File: config.mk
export PLATFORM = sky130hd
export DESIGN_NAME = sfs_sequencer
export DESIGN_NICKNAME = d
export VERILOG_FILES = /design/src/hdl/sfs_pkg.sv /design/src/hdl/sfs_sequencer.sv
export SDC_FILE = /design/constraint.sdc
export NUM_CORES = 2
export LEC_CHECK = 0
export BUFFER_PORTS_ARGS = -buffer_cell sky130_fd_sc_hd__buf_2
export CORE_UTILIZATION = 25
export DETAILED_ROUTE_END_ITERATION = 10
export HOLD_SLACK_MARGIN = 0.08
export PLACE_DENSITY_LB_ADDON = 0.15
export SYNTH_ARGS = -nofsm -noshare
export SYNTH_HDL_FRONTEND = slang
export SYNTH_SLANG_ARGS = --single-unit
export TNS_END_PERCENT = 5
File: constraint.sdc
create_clock -name mclk -period 125.5 [get_ports mclk]
set_input_delay 37.65 -clock mclk [delete_from_list [all_inputs] [get_ports mclk]]
set_output_delay 37.65 -clock mclk [all_outputs]
set_load 0.02 [all_outputs]
File: src/hdl/sfs_pkg.sv
package sfs_pkg;

  // Stop-method selection field encodings
  localparam logic [3:0] STOP_METHOD_DB    = 4'h0;
  localparam logic [3:0] STOP_METHOD_DECEL = 4'h2;
  localparam logic [3:0] STOP_METHOD_RST   = STOP_METHOD_DECEL;

  // Register map on the plain port (word index)
  localparam int         ADDR_W            = 4;
  localparam logic [3:0] ADDR_CTRL         = 4'h0;
  localparam logic [3:0] ADDR_ZERO_LEVEL   = 4'h1;
  localparam logic [3:0] ADDR_DECEL_TIME   = 4'h2;
  localparam logic [3:0] ADDR_RATED_SPEED  = 4'h3;
  localparam logic [3:0] ADDR_STATUS       = 4'h4;
  localparam logic [3:0] ADDR_CMD_SPEED    = 4'h5;
  localparam logic [3:0] ADDR_WARN_CODE    = 4'h6;

  // Control register field positions
  localparam int CTRL_METHOD_LSB = 0;
  localparam int CTRL_DB_FIT_BIT = 4;

  // Status register field positions
  localparam int ST_STATE_LSB  = 0;
  localparam int ST_BASE_BIT   = 4;
  localparam int ST_DB_BIT     = 5;
  localparam int ST_BRAKE_BIT  = 6;
  localparam int ST_FAULT_BIT  = 7;
  localparam int ST_WARN_BIT   = 8;
  localparam int ST_REJECT_BIT = 9;

  // Reset values: speeds in r/min (or mm/s), times in ms
  localparam logic [15:0] ZERO_LEVEL_RST  = 16'h0032;   // 50
  localparam logic [15:0] DECEL_TIME_RST  = 16'h0064;   // 100 ms
  localparam logic [15:0] RATED_SPEED_RST = 16'h0bb8;   // plain default
  localparam logic [15:0] WARN_CODE       = 16'h00e6;

  // One ramp step each millisecond at the 40 MHz clock
  localparam int CLK_HZ       = 40000000;
  localparam int TICK_MS      = 1;
  localparam int TICK_CYCLES  = CLK_HZ / 1000 * TICK_MS;

  localparam int SPD_W  = 16;
  localparam int FRAC_W = 16;

  typedef enum logic [2:0] {
    SFS_RUN     = 3'b000,
    SFS_DECEL   = 3'b001,
    SFS_WAITZ   = 3'b010,
    SFS_DBSTOP  = 3'b011,
    SFS_STOPPED = 3'b100
  } sfs_state_t;

  typedef struct packed {
    logic                   wr;
    logic                   rd;
    logic [ADDR_W-1:0]      addr;
    logic [15:0]            wdata;
  } sfs_bus_t;

  typedef struct packed {
    logic alarm;
    logic alarm_no_decel;
    logic alarm_db;
    logic comm_lost;
    logic comm_lost_db;
  } sfs_fault_t;

endpackage : sfs_pkg

File: src/hdl/sfs_sequencer.sv
//
// Operation
// - Input b drop starts deceleration when enabled
// - Method field: 0 brake, 2 decel; reset 2
// - Ramp done and below zero level: brake
// - Zero speed level configurable, default 50
// - Decel time configurable, default 100 ms
// - Alarm with decel: ramp, drop interlock, fault
// - Brake-stop alarm: drop outputs, brake at once
// - Decel disabled: alarm, comm loss brake immediately
// - Comm loss ramps; may also brake
// - Warning code raised during deceleration
// - Network quick stop acts like input b with method 2, like input a with method 0
// - No deceleration in torque modes
// - Non-decel alarms skip the ramp
// - Reject motion commands while held stopped
// - Brake alarm during ramp brakes at once
// - Without dynamic brake, coast instead
//
// Implementation choices: the placing of the registers and the strobed register port.
`timescale 1ns/100ps
`default_nettype none

module sfs_sequencer (
  input  wire logic                       mclk,
  input  wire logic                       reset_n,
  input  wire sfs_pkg::sfs_bus_t          bus,
  output logic [15:0]                     rdata,
  input  wire logic                       forced_stop_input_a,
  input  wire logic                       forced_stop_input_b,
  input  wire logic                       servo_on_cmd,
  input  wire logic                       quick_stop_cmd,
  input  wire logic                       torque_mode,
  input  wire logic                       motion_cmd_valid,
  input  wire sfs_pkg::sfs_fault_t        fault,
  input  wire logic [15:0]                motor_speed,
  output logic [15:0]                     cmd_speed,
  output logic                            motion_cmd_accept,
  output logic                            base_drive_on,
  output logic                            dyn_brake_on,
  output logic                            brake_interlock_out,
  output logic                            fault_output,
  output logic                            zero_speed_detect,
  output logic                            forced_stop_warning
);

  logic [1:0]          em_a_sync_reg;
  logic [1:0]          em_b_sync_reg;
  logic [3:0]          stop_method_field_reg;
  logic                db_fitted_reg;
  logic [15:0]         zero_speed_level_reg;
  logic [15:0]         stop_decel_time_reg;
  logic [15:0]         rated_speed_reg;
  sfs_pkg::sfs_state_t state_reg;
  sfs_pkg::sfs_state_t state_next;
  logic [31:0]         speed_acc_reg;
  logic [31:0]         step_reg;
  logic [31:0]         tick_cnt_reg;
  logic                tick;
  logic                decel_en;
  logic                soft_stop_req;
  logic                hard_stop_req;
  logic                stop_req;
  logic [15:0]         status;

  // Pin inputs pass two flops; only the second stage is read
  always_ff @(posedge mclk or negedge reset_n) begin
    if (!reset_n) begin
      em_a_sync_reg <= 2'h3;
    end else begin
      em_a_sync_reg <= {em_a_sync_reg[0], forced_stop_input_a};
    end
  end

  always_ff @(posedge mclk or negedge reset_n) begin
    if (!reset_n) begin
      em_b_sync_reg <= 2'h3;
    end else begin
      em_b_sync_reg <= {em_b_sync_reg[0], forced_stop_input_b};
    end
  end

  // Deceleration only with method 2 and outside torque modes
  assign decel_en = (stop_method_field_reg == sfs_pkg::STOP_METHOD_DECEL)
                    && !torque_mode;

  always_comb begin
    soft_stop_req = 1'b0;
    hard_stop_req = 1'b0;
    if (stop_method_field_reg == sfs_pkg::STOP_METHOD_DECEL) begin
      soft_stop_req = !em_b_sync_reg[1] || quick_stop_cmd;
    end else begin
      hard_stop_req = !em_a_sync_reg[1] || quick_stop_cmd;
    end
    if (fault.alarm || fault.comm_lost) begin
      if (decel_en && !(fault.alarm && fault.alarm_no_decel)) begin
        soft_stop_req = 1'b1;
      end else begin
        hard_stop_req = 1'b1;
      end
    end
    if (fault.alarm && fault.alarm_db) begin
      hard_stop_req = 1'b1;
    end
    if (fault.comm_lost && fault.comm_lost_db) begin
      hard_stop_req = 1'b1;
    end
    if (!decel_en && soft_stop_req) begin
      hard_stop_req = 1'b1;
    end
  end

  assign stop_req = soft_stop_req || hard_stop_req;

  // Register writes
  always_ff @(posedge mclk or negedge reset_n) begin
    if (!reset_n) begin
      stop_method_field_reg <= sfs_pkg::STOP_METHOD_RST;
      db_fitted_reg         <= 1'b1;
      zero_speed_level_reg  <= sfs_pkg::ZERO_LEVEL_RST;
      stop_decel_time_reg   <= sfs_pkg::DECEL_TIME_RST;
      rated_speed_reg       <= sfs_pkg::RATED_SPEED_RST;
    end else if (bus.wr) begin
      unique case (bus.addr)
        sfs_pkg::ADDR_CTRL: begin
          // Only the two legal method codes are kept; others leave the field alone
          if (bus.wdata[sfs_pkg::CTRL_METHOD_LSB +: 4] == sfs_pkg::STOP_METHOD_DB ||
              bus.wdata[sfs_pkg::CTRL_METHOD_LSB +: 4] == sfs_pkg::STOP_METHOD_DECEL) begin
            stop_method_field_reg <= bus.wdata[sfs_pkg::CTRL_METHOD_LSB +: 4];
          end
          db_fitted_reg <= bus.wdata[sfs_pkg::CTRL_DB_FIT_BIT];
        end
        sfs_pkg::ADDR_ZERO_LEVEL:  zero_speed_level_reg <= bus.wdata;
        sfs_pkg::ADDR_DECEL_TIME: begin
          // Zero is ignored: it would make the step division meaningless
          if (bus.wdata != 16'h0000) begin
            stop_decel_time_reg <= bus.wdata;
          end
        end
        sfs_pkg::ADDR_RATED_SPEED: rated_speed_reg <= bus.wdata;
        default: ;
      endcase
    end
  end

  // Status word for software; the reject bit mirrors any state but RUN
  always_comb begin
    status                             = 16'h0000;
    status[sfs_pkg::ST_STATE_LSB +: 3] = state_reg;
    status[sfs_pkg::ST_BASE_BIT]       = base_drive_on;
    status[sfs_pkg::ST_DB_BIT]         = dyn_brake_on;
    status[sfs_pkg::ST_BRAKE_BIT]      = brake_interlock_out;
    status[sfs_pkg::ST_FAULT_BIT]      = fault_output;
    status[sfs_pkg::ST_WARN_BIT]       = forced_stop_warning;
    status[sfs_pkg::ST_REJECT_BIT]     = (state_reg != sfs_pkg::SFS_RUN);
  end

  // Read data stands in the cycle after the strobe only
  always_ff @(posedge mclk or negedge reset_n) begin
    if (!reset_n) begin
      rdata <= 16'h0000;
    end else if (bus.rd) begin
      unique case (bus.addr)
        sfs_pkg::ADDR_CTRL:        rdata <= {11'h000, db_fitted_reg, stop_method_field_reg};
        sfs_pkg::ADDR_ZERO_LEVEL:  rdata <= zero_speed_level_reg;
        sfs_pkg::ADDR_DECEL_TIME:  rdata <= stop_decel_time_reg;
        sfs_pkg::ADDR_RATED_SPEED: rdata <= rated_speed_reg;
        sfs_pkg::ADDR_STATUS:      rdata <= status;
        sfs_pkg::ADDR_CMD_SPEED:   rdata <= cmd_speed;
        sfs_pkg::ADDR_WARN_CODE:   rdata <= forced_stop_warning ? sfs_pkg::WARN_CODE : 16'h0000;
        default:                   rdata <= 16'h0000;
      endcase
    end else begin
      rdata <= 16'h0000;
    end
  end

  // Millisecond tick for the ramp
  // Free-running, so the first ramp step falls anywhere within the first ms
  always_ff @(posedge mclk or negedge reset_n) begin
    if (!reset_n) begin
      tick_cnt_reg <= 32'h00000000;
    end else if (tick_cnt_reg == 32'(sfs_pkg::TICK_CYCLES - 1)) begin
      tick_cnt_reg <= 32'h00000000;
    end else begin
      tick_cnt_reg <= tick_cnt_reg + 32'h00000001;
    end
  end

  assign tick = (tick_cnt_reg == 32'(sfs_pkg::TICK_CYCLES - 1));

  always_comb begin
    state_next = state_reg;
    unique case (state_reg)
      sfs_pkg::SFS_RUN: begin
        if (hard_stop_req) begin
          state_next = sfs_pkg::SFS_DBSTOP;
        end else if (soft_stop_req) begin
          state_next = sfs_pkg::SFS_DECEL;
        end
      end
      sfs_pkg::SFS_DECEL: begin
        if (hard_stop_req) begin
          state_next = sfs_pkg::SFS_DBSTOP;
        end else if (speed_acc_reg[31:16] == 16'h0000) begin
          state_next = sfs_pkg::SFS_WAITZ;
        end
      end
      sfs_pkg::SFS_WAITZ: begin
        if (hard_stop_req || motor_speed < zero_speed_level_reg) begin
          state_next = sfs_pkg::SFS_DBSTOP;
        end
      end
      sfs_pkg::SFS_DBSTOP: begin
        if (motor_speed < zero_speed_level_reg) begin
          state_next = sfs_pkg::SFS_STOPPED;
        end
      end
      sfs_pkg::SFS_STOPPED: begin
        // Restart only once every cause is gone and servo-on is high
        if (!stop_req && servo_on_cmd) begin
          state_next = sfs_pkg::SFS_RUN;
        end
      end
      default: state_next = sfs_pkg::SFS_DBSTOP;
    endcase
  end

  always_ff @(posedge mclk or negedge reset_n) begin
    if (!reset_n) begin
      state_reg <= sfs_pkg::SFS_STOPPED;
    end else begin
      state_reg <= state_next;
    end
  end

  // Ramp: step per ms = rated / time in 16.16 fixed point
  // The step is frozen during a ramp; a new time only applies to the next stop
  always_ff @(posedge mclk or negedge reset_n) begin
    if (!reset_n) begin
      step_reg <= 32'h00000000;
    end else if (state_reg != sfs_pkg::SFS_DECEL) begin
      step_reg <= {rated_speed_reg, 16'h0000} / {16'h0000, stop_decel_time_reg};
    end
  end

  // Start speed is captured every cycle outside the ramp
  always_ff @(posedge mclk or negedge reset_n) begin
    if (!reset_n) begin
      speed_acc_reg <= 32'h00000000;
    end else if (state_reg != sfs_pkg::SFS_DECEL) begin
      speed_acc_reg <= {motor_speed, 16'h0000};
    end else if (tick) begin
      if (speed_acc_reg > step_reg) begin
        speed_acc_reg <= speed_acc_reg - step_reg;
      end else begin
        speed_acc_reg <= 32'h00000000;
      end
    end
  end

  // Outputs but the fault and zero-speed flags come from flops fed by the next state, so they move with it
  always_ff @(posedge mclk or negedge reset_n) begin
    if (!reset_n) begin
      cmd_speed <= 16'h0000;
    end else begin
      cmd_speed <= (state_next == sfs_pkg::SFS_DECEL) ? speed_acc_reg[31:16] : 16'h0000;
    end
  end

  always_ff @(posedge mclk or negedge reset_n) begin
    if (!reset_n) begin
      base_drive_on <= 1'b0;
    end else begin
      base_drive_on <= (state_next == sfs_pkg::SFS_RUN) ||
                       (state_next == sfs_pkg::SFS_DECEL) ||
                       (state_next == sfs_pkg::SFS_WAITZ);
    end
  end

  // With no brake fitted the stage just goes off and the motor coasts
  always_ff @(posedge mclk or negedge reset_n) begin
    if (!reset_n) begin
      dyn_brake_on <= 1'b0;
    end else begin
      dyn_brake_on <= db_fitted_reg &&
                      ((state_next == sfs_pkg::SFS_DBSTOP) ||
                       (state_next == sfs_pkg::SFS_STOPPED));
    end
  end

  // Interlock follows the alarm directly, so it drops even on a ramping alarm
  always_ff @(posedge mclk or negedge reset_n) begin
    if (!reset_n) begin
      brake_interlock_out <= 1'b0;
    end else begin
      brake_interlock_out <= (state_next == sfs_pkg::SFS_RUN) && !fault.alarm;
    end
  end

  always_ff @(posedge mclk or negedge reset_n) begin
    if (!reset_n) begin
      fault_output <= 1'b0;
    end else begin
      fault_output <= !fault.alarm;
    end
  end

  always_ff @(posedge mclk or negedge reset_n) begin
    if (!reset_n) begin
      forced_stop_warning <= 1'b0;
    end else begin
      forced_stop_warning <= (state_next == sfs_pkg::SFS_DECEL) ||
                             (state_next == sfs_pkg::SFS_WAITZ);
    end
  end

  always_ff @(posedge mclk or negedge reset_n) begin
    if (!reset_n) begin
      motion_cmd_accept <= 1'b0;
    end else begin
      motion_cmd_accept <= motion_cmd_valid && (state_next == sfs_pkg::SFS_RUN);
    end
  end

  always_ff @(posedge mclk or negedge reset_n) begin
    if (!reset_n) begin
      zero_speed_detect <= 1'b0;
    end else begin
      zero_speed_detect <= motor_speed < zero_speed_level_reg;
    end
  end

endmodule // sfs_sequencer

`default_nettype wire

### Word level (Yosys, flattened, before mapping)

Cells that the tools add are included.

| word-level totals | value |
|---|---|
| output and inout bits | 39 |
| input bits | 51 |
| flip-flop bits (word level) | 195 |
| logic and storage cells | 108 |

| cells by class | value |
|---|---|
| $add $sub $neg | 2 |
| reductions and logical operators | 40 |
| eq/ne operators | 18 |
| multiplexer cells | 25 |
| div/mod/pow operators | 1 |
| order comparisons | 2 |

Operators with widths:

| kind | count |
|---|---|
| 32-bit 2-to-1 mux | 4 |
| 16-bit case mux with 7 select lines | 1 |
| 32-bit by 1-bit adder with 32-bit output (second input constant) | 1 |
| 32-bit by 16-bit divider with 32-bit output | 1 |
| 32-bit by 16-bit equality test with 1-bit output (second input constant) | 1 |
| 32-bit greater-than comparator | 1 |
| 16-bit 2-to-1 mux | 2 |
| 32-bit subtractor | 1 |
| 3-bit 2-to-1 mux | 7 |
| 4-bit by 2-bit equality test with 1-bit output (second input constant) | 4 |
| 16-bit logical NOT | 1 |
| 16-bit < comparator | 1 |
| 16-bit nonzero test | 1 |
| 3-bit case mux with 5 select lines | 1 |
| 3-bit by 2-bit equality test with 1-bit output (second input constant) | 4 |
| 4-bit by 3-bit equality test with 1-bit output (second input constant) | 3 |
| 1-bit logical AND | 10 |
| 1-bit logical OR | 10 |
| 1-bit 2-to-1 mux | 9 |
| 4-bit logical NOT | 2 |
| 8-bit 2-to-1 mux | 1 |
| 1-bit logical NOT | 7 |
| 3-bit by 1-bit equality test with 1-bit output (second input constant) | 2 |
| 3-bit equality test (second input constant) | 2 |
| 7 further kinds | 11 |

### Depth between registers and ports, before layout

| depth | value |
|---|---|
| depth in word-level cells | 16 |
| depth in mapped cells | 469 |
| gate-level depth less buffers | 424 |

### Worst setup path before layout

No wires, ideal clock.

| timing path | value |
|---|---|
| path kind | register to register |
| start | register stop_decel_time_reg[0] |
| end | register step_reg[0] |
| data arrival time | 87,448 ps |
| buffers on the path | 56 |
| clock period less this slack | 87,593 ps |
| setup slack | 37,907 ps |
| cell stages (with the launch flop) | 452 |
| setup time | 145 ps |
| cells stage by stage | dfrtp_1 -> buf_2 -> buf_1 -> inv_1 -> clkbuf_1 -> buf_1 -> ha_1 -> nor3b_2 -> a2bb2oi_2 -> ha_1 -> o21ai_0 -> a21oi_1 -> nand2_1 -> mux2_2 -> ha_1 -> a21oi_1 -> nand2_1 -> and3b_1 -> [... 416 more ...] -> or3_1 -> or4_1 -> buf_2 -> buf_6 -> mux2_4 -> ha_1 -> a21o_1 -> a21oi_1 -> nor2b_1 -> o21ai_0 -> nand2b_1 -> a21oi_1 -> nor2b_1 -> o21ai_0 -> nand3b_1 -> a221o_1 -> a221oi_1 -> a41oi_1 |

| on the way | value |
|---|---|
| cells in the longest elaborated chain, start to end | 1 |

Ends and longest elaborated chain:

| element | RTL line | RTL |
|---|---|---|
| from (decl) | sfs_sequencer.sv:52 | `logic [15:0] stop_decel_time_reg;` |
| from (signal assigned) | sfs_sequencer.sv:121 | `stop_decel_time_reg <= sfs_pkg::DECEL_TIME_RST;` |
| from (signal assigned) | sfs_sequencer.sv:137 | `stop_decel_time_reg <= bus.wdata;` |
| 32-bit by 16-bit divider with 32-bit output | sfs_sequencer.sv:243 | `step_reg <= {rated_speed_reg, 16'h0000} / {16'h0000, stop_decel_time_reg};` |
| to (signal assigned) | sfs_sequencer.sv:243 |  |
| to (decl) | sfs_sequencer.sv:57 | `logic [31:0] step_reg;` |

Every way passes these cells.
A chain may end at the register's enable or synchronous reset.

### Worst setup path in the final report

Ends and elaborated chain as after synthesis.

==> impl_metrics.ini <==
[global_route]
gr-total-overflow = 0
grt_pass1_vias = 33000
grt_start_max_net_pins = 88
grt_pass1_wl_um = 198000
grt_usage_pct = 17.9
antenna_found_initial = 1

[worst_setup_path]
cp-endpoint = step_reg[0]
regToRegEndpoint = step_reg[0]
critical_path_class = reg2reg
worstPathRequired_ps = 125860
cp_slowest_cell = a211oi_1
crit_buf_inv = 16
ff2ff_path_depth = 411
cpLargestDelayFamily = compound AO/OA/AOI/OAI gates
crit_top_cell = o21a_1
path_depth = 411
endpoint_kind = flip-flop
r2r_start = stop_decel_time_reg[0]
startpoint_type = flip-flop
worstPathMaxFanout = 38
arrival_ps = 97030
critPathMaxStageDelay_ps = 1090
crit_start = stop_decel_time_reg[0]
r2r_setup_slack_ps = 28820

[job]
maxCapViolCount = 0

[placement]
dpl.hpwl_um = 100000
numPortBuffers = 89
placedCellCount = 6396
place_congestion = 0.848

[sta]
tns_ps = 0
max_freq_ghz = 0.0103
fin_skew_ps = 25.3
finalCritPeriodShare_pct = 77.0
maxSlewViolCount = 0
period_needed_ps = 96680
tightest_slew_ps = 1280
relSlewSlack_pct = 14.5
final_hold_viol_count = 0
finalSetupViolations = 0
rsz0062_at_grt = false

[cells_and_area]
area_growth_syn_to_layout_pct = 9.25
num-nets-final = 5099
layoutNonFillerInstCount = 6428
drive_gt1_share_pct = 10.2
diodes = 0

[clock_tree]
clkTransAtPathRegs_ps = 100
cts_buffers = 17
ctsLongestPathBuffers = 2
cts_hold_buf = 0
cts_setup_buffers = 0
clock-root-buffer = clkbuf_16
cts_tree = done
h-tree-depth = 4
insertion_delay_ps = 500
cts_sinks = 195
cts-resized-gates = 0

[hold_path]
hp-class = reg2reg

[synth]
syn_inst = 4613
synth.avg_cell_area_um2 = 7.50
synth-edff-count = 0
ys_seq_area_share_pct = 14.2
synth.distinct_cells = 126
yosysWarnings = 0
synth_area_um2 = 34600
synth-seq-cells = 195
async_flop_share_pct = 100
synth_flop_cell = dfrtp_1
syn-num-nets = 5091

[floorplan]
core-area_um2 = 137000
die_w_um = 374
fp.dieH_um = 374
initial_core_util_pct = 25.2
ios = 90
die_area_um2 = 140000
rows = 136

[route]
vias = 34200
drt_first_pass_iters = 5
drtIter0Drc = 2183
drc = 0
wl_um = 128000
wl_per_cell_um = 19.9
ant_nets = 0
drt-vias-per-instance = 5.32

[run_status]
status = finished, final reports clean
## through the flow
step           cell area, µm²  hold WS [ps]  utilization [%]  setup slack, ps
3_5_place_dp            37100           348             27.0            29350
6_report                37800           360             27.5            28820
4_1_cts                 37800           361             27.5            29100
3_3_place_gp            37100           349             27.0            30910
2_1_floorplan           34600           345                -            37910
5_1_grt                 37800           362             27.5            20340
## worst min path at each step
stage | slack, ps | endpoint | cells past startpoint | from
detailed placement | 350 | em_a_sync_reg[1] | 0 | em_a_sync_reg[0]
global route | 360 | em_a_sync_reg[1] | 0 | em_a_sync_reg[0]
floorplan | 350 | em_a_sync_reg[1] | 0 | em_a_sync_reg[0]
global placement | 350 | em_b_sync_reg[1] | 0 | em_b_sync_reg[0]
finish | 360 | em_a_sync_reg[1] | 0 | em_a_sync_reg[0]
CTS | 360 | em_a_sync_reg[1] | 0 | em_a_sync_reg[0]
## area by class of cell
class                   instances  area [µm²]
clock buffers                  17         425
clock inverters                15         233
fillers                     15000       99500
inverters                     214         803
multi-input cells            4052       28300
flip-flops and latches        195        4910
well taps                    1794        2240
repair buffers                141         846
## cell usage after synthesis, types with 15 or more instances
library cell / number / area [µm²]
a211oi_1: 27 / 203
a21boi_0: 16 / 120
a21o_1: 193 / 1450
a21oi_1: 360 / 1800
a22oi_1: 38 / 285
a31oi_1: 42 / 263
a41oi_1: 15 / 131
and2_1: 39 / 244
and3_1: 45 / 282
and4_1: 16 / 140
buf_2: 19 / 95.1
clkbuf_1: 112 / 420
dfrtp_1: 175 / 4380
dfstp_2: 20 / 526
ha_1: 425 / 5320
inv_1: 214 / 803
mux2_2: 116 / 1310
mux2i_1: 25 / 250
nand2_1: 383 / 1440
nand2b_1: 77 / 482
nand3_1: 127 / 636
nand4_1: 69 / 432
nor2_1: 401 / 1510
nor2b_1: 44 / 275
nor3_1: 172 / 861
nor4_1: 41 / 257
o211ai_1: 54 / 405
o21a_1: 160 / 1200
o21ai_0: 314 / 1570
o21ai_1: 19 / 95.1
o21bai_1: 46 / 345
o22ai_1: 16 / 100
o31a_1: 15 / 131
o31ai_1: 65 / 488
or2_2: 46 / 288
or3_1: 44 / 275
xnor2_1: 197 / 1730
xor2_1: 96 / 841
## placed cells by master (no fill, tap or decap), drive strengths merged, types with 58 or more instances in the layout
cell type,count
nor2,402
nand4,71
inv,224
xor2,96
ha,425
mux2,124
o21a,160
o21ai,338
nand3,132
xnor2,197
nand2b,77
nand2,384
a21oi,365
nor3,177
buf,141
a21o,193
dfrtp,175
o31ai,66
o211ai,58
## metal layers
layer / track usage, % / vias to the layer above / share of wire [%]
met5: 0 / - / 0.015
met4: 2.72 / 2 / 1.2
met3: 1.22 / 90 / 3.4
met2: 29.8 / 689 / 46
met1: 25.3 / 16200 / 50
li1: - / 17200 / -
## cells by family (layout without fill, tap and decap cells)
kind of cell               after synthesis  in the layout  share of synthesized area (%)
AOI/OAI and AO/OA                     1567           1567                           30.2
xor gates and xnor gates               293            293                           7.42
adders and majority gates              427            427                           15.5
buffers and inverters                  366            387                           4.14
DFF                                    195            195                           14.2
muxes                                  154            154                           5.10
and+or+nand+nor                       1611           1611                           23.5
Power is not shown: default switching activity piles up to over one toggle a cycle in this logic, so the estimate is an artifact.
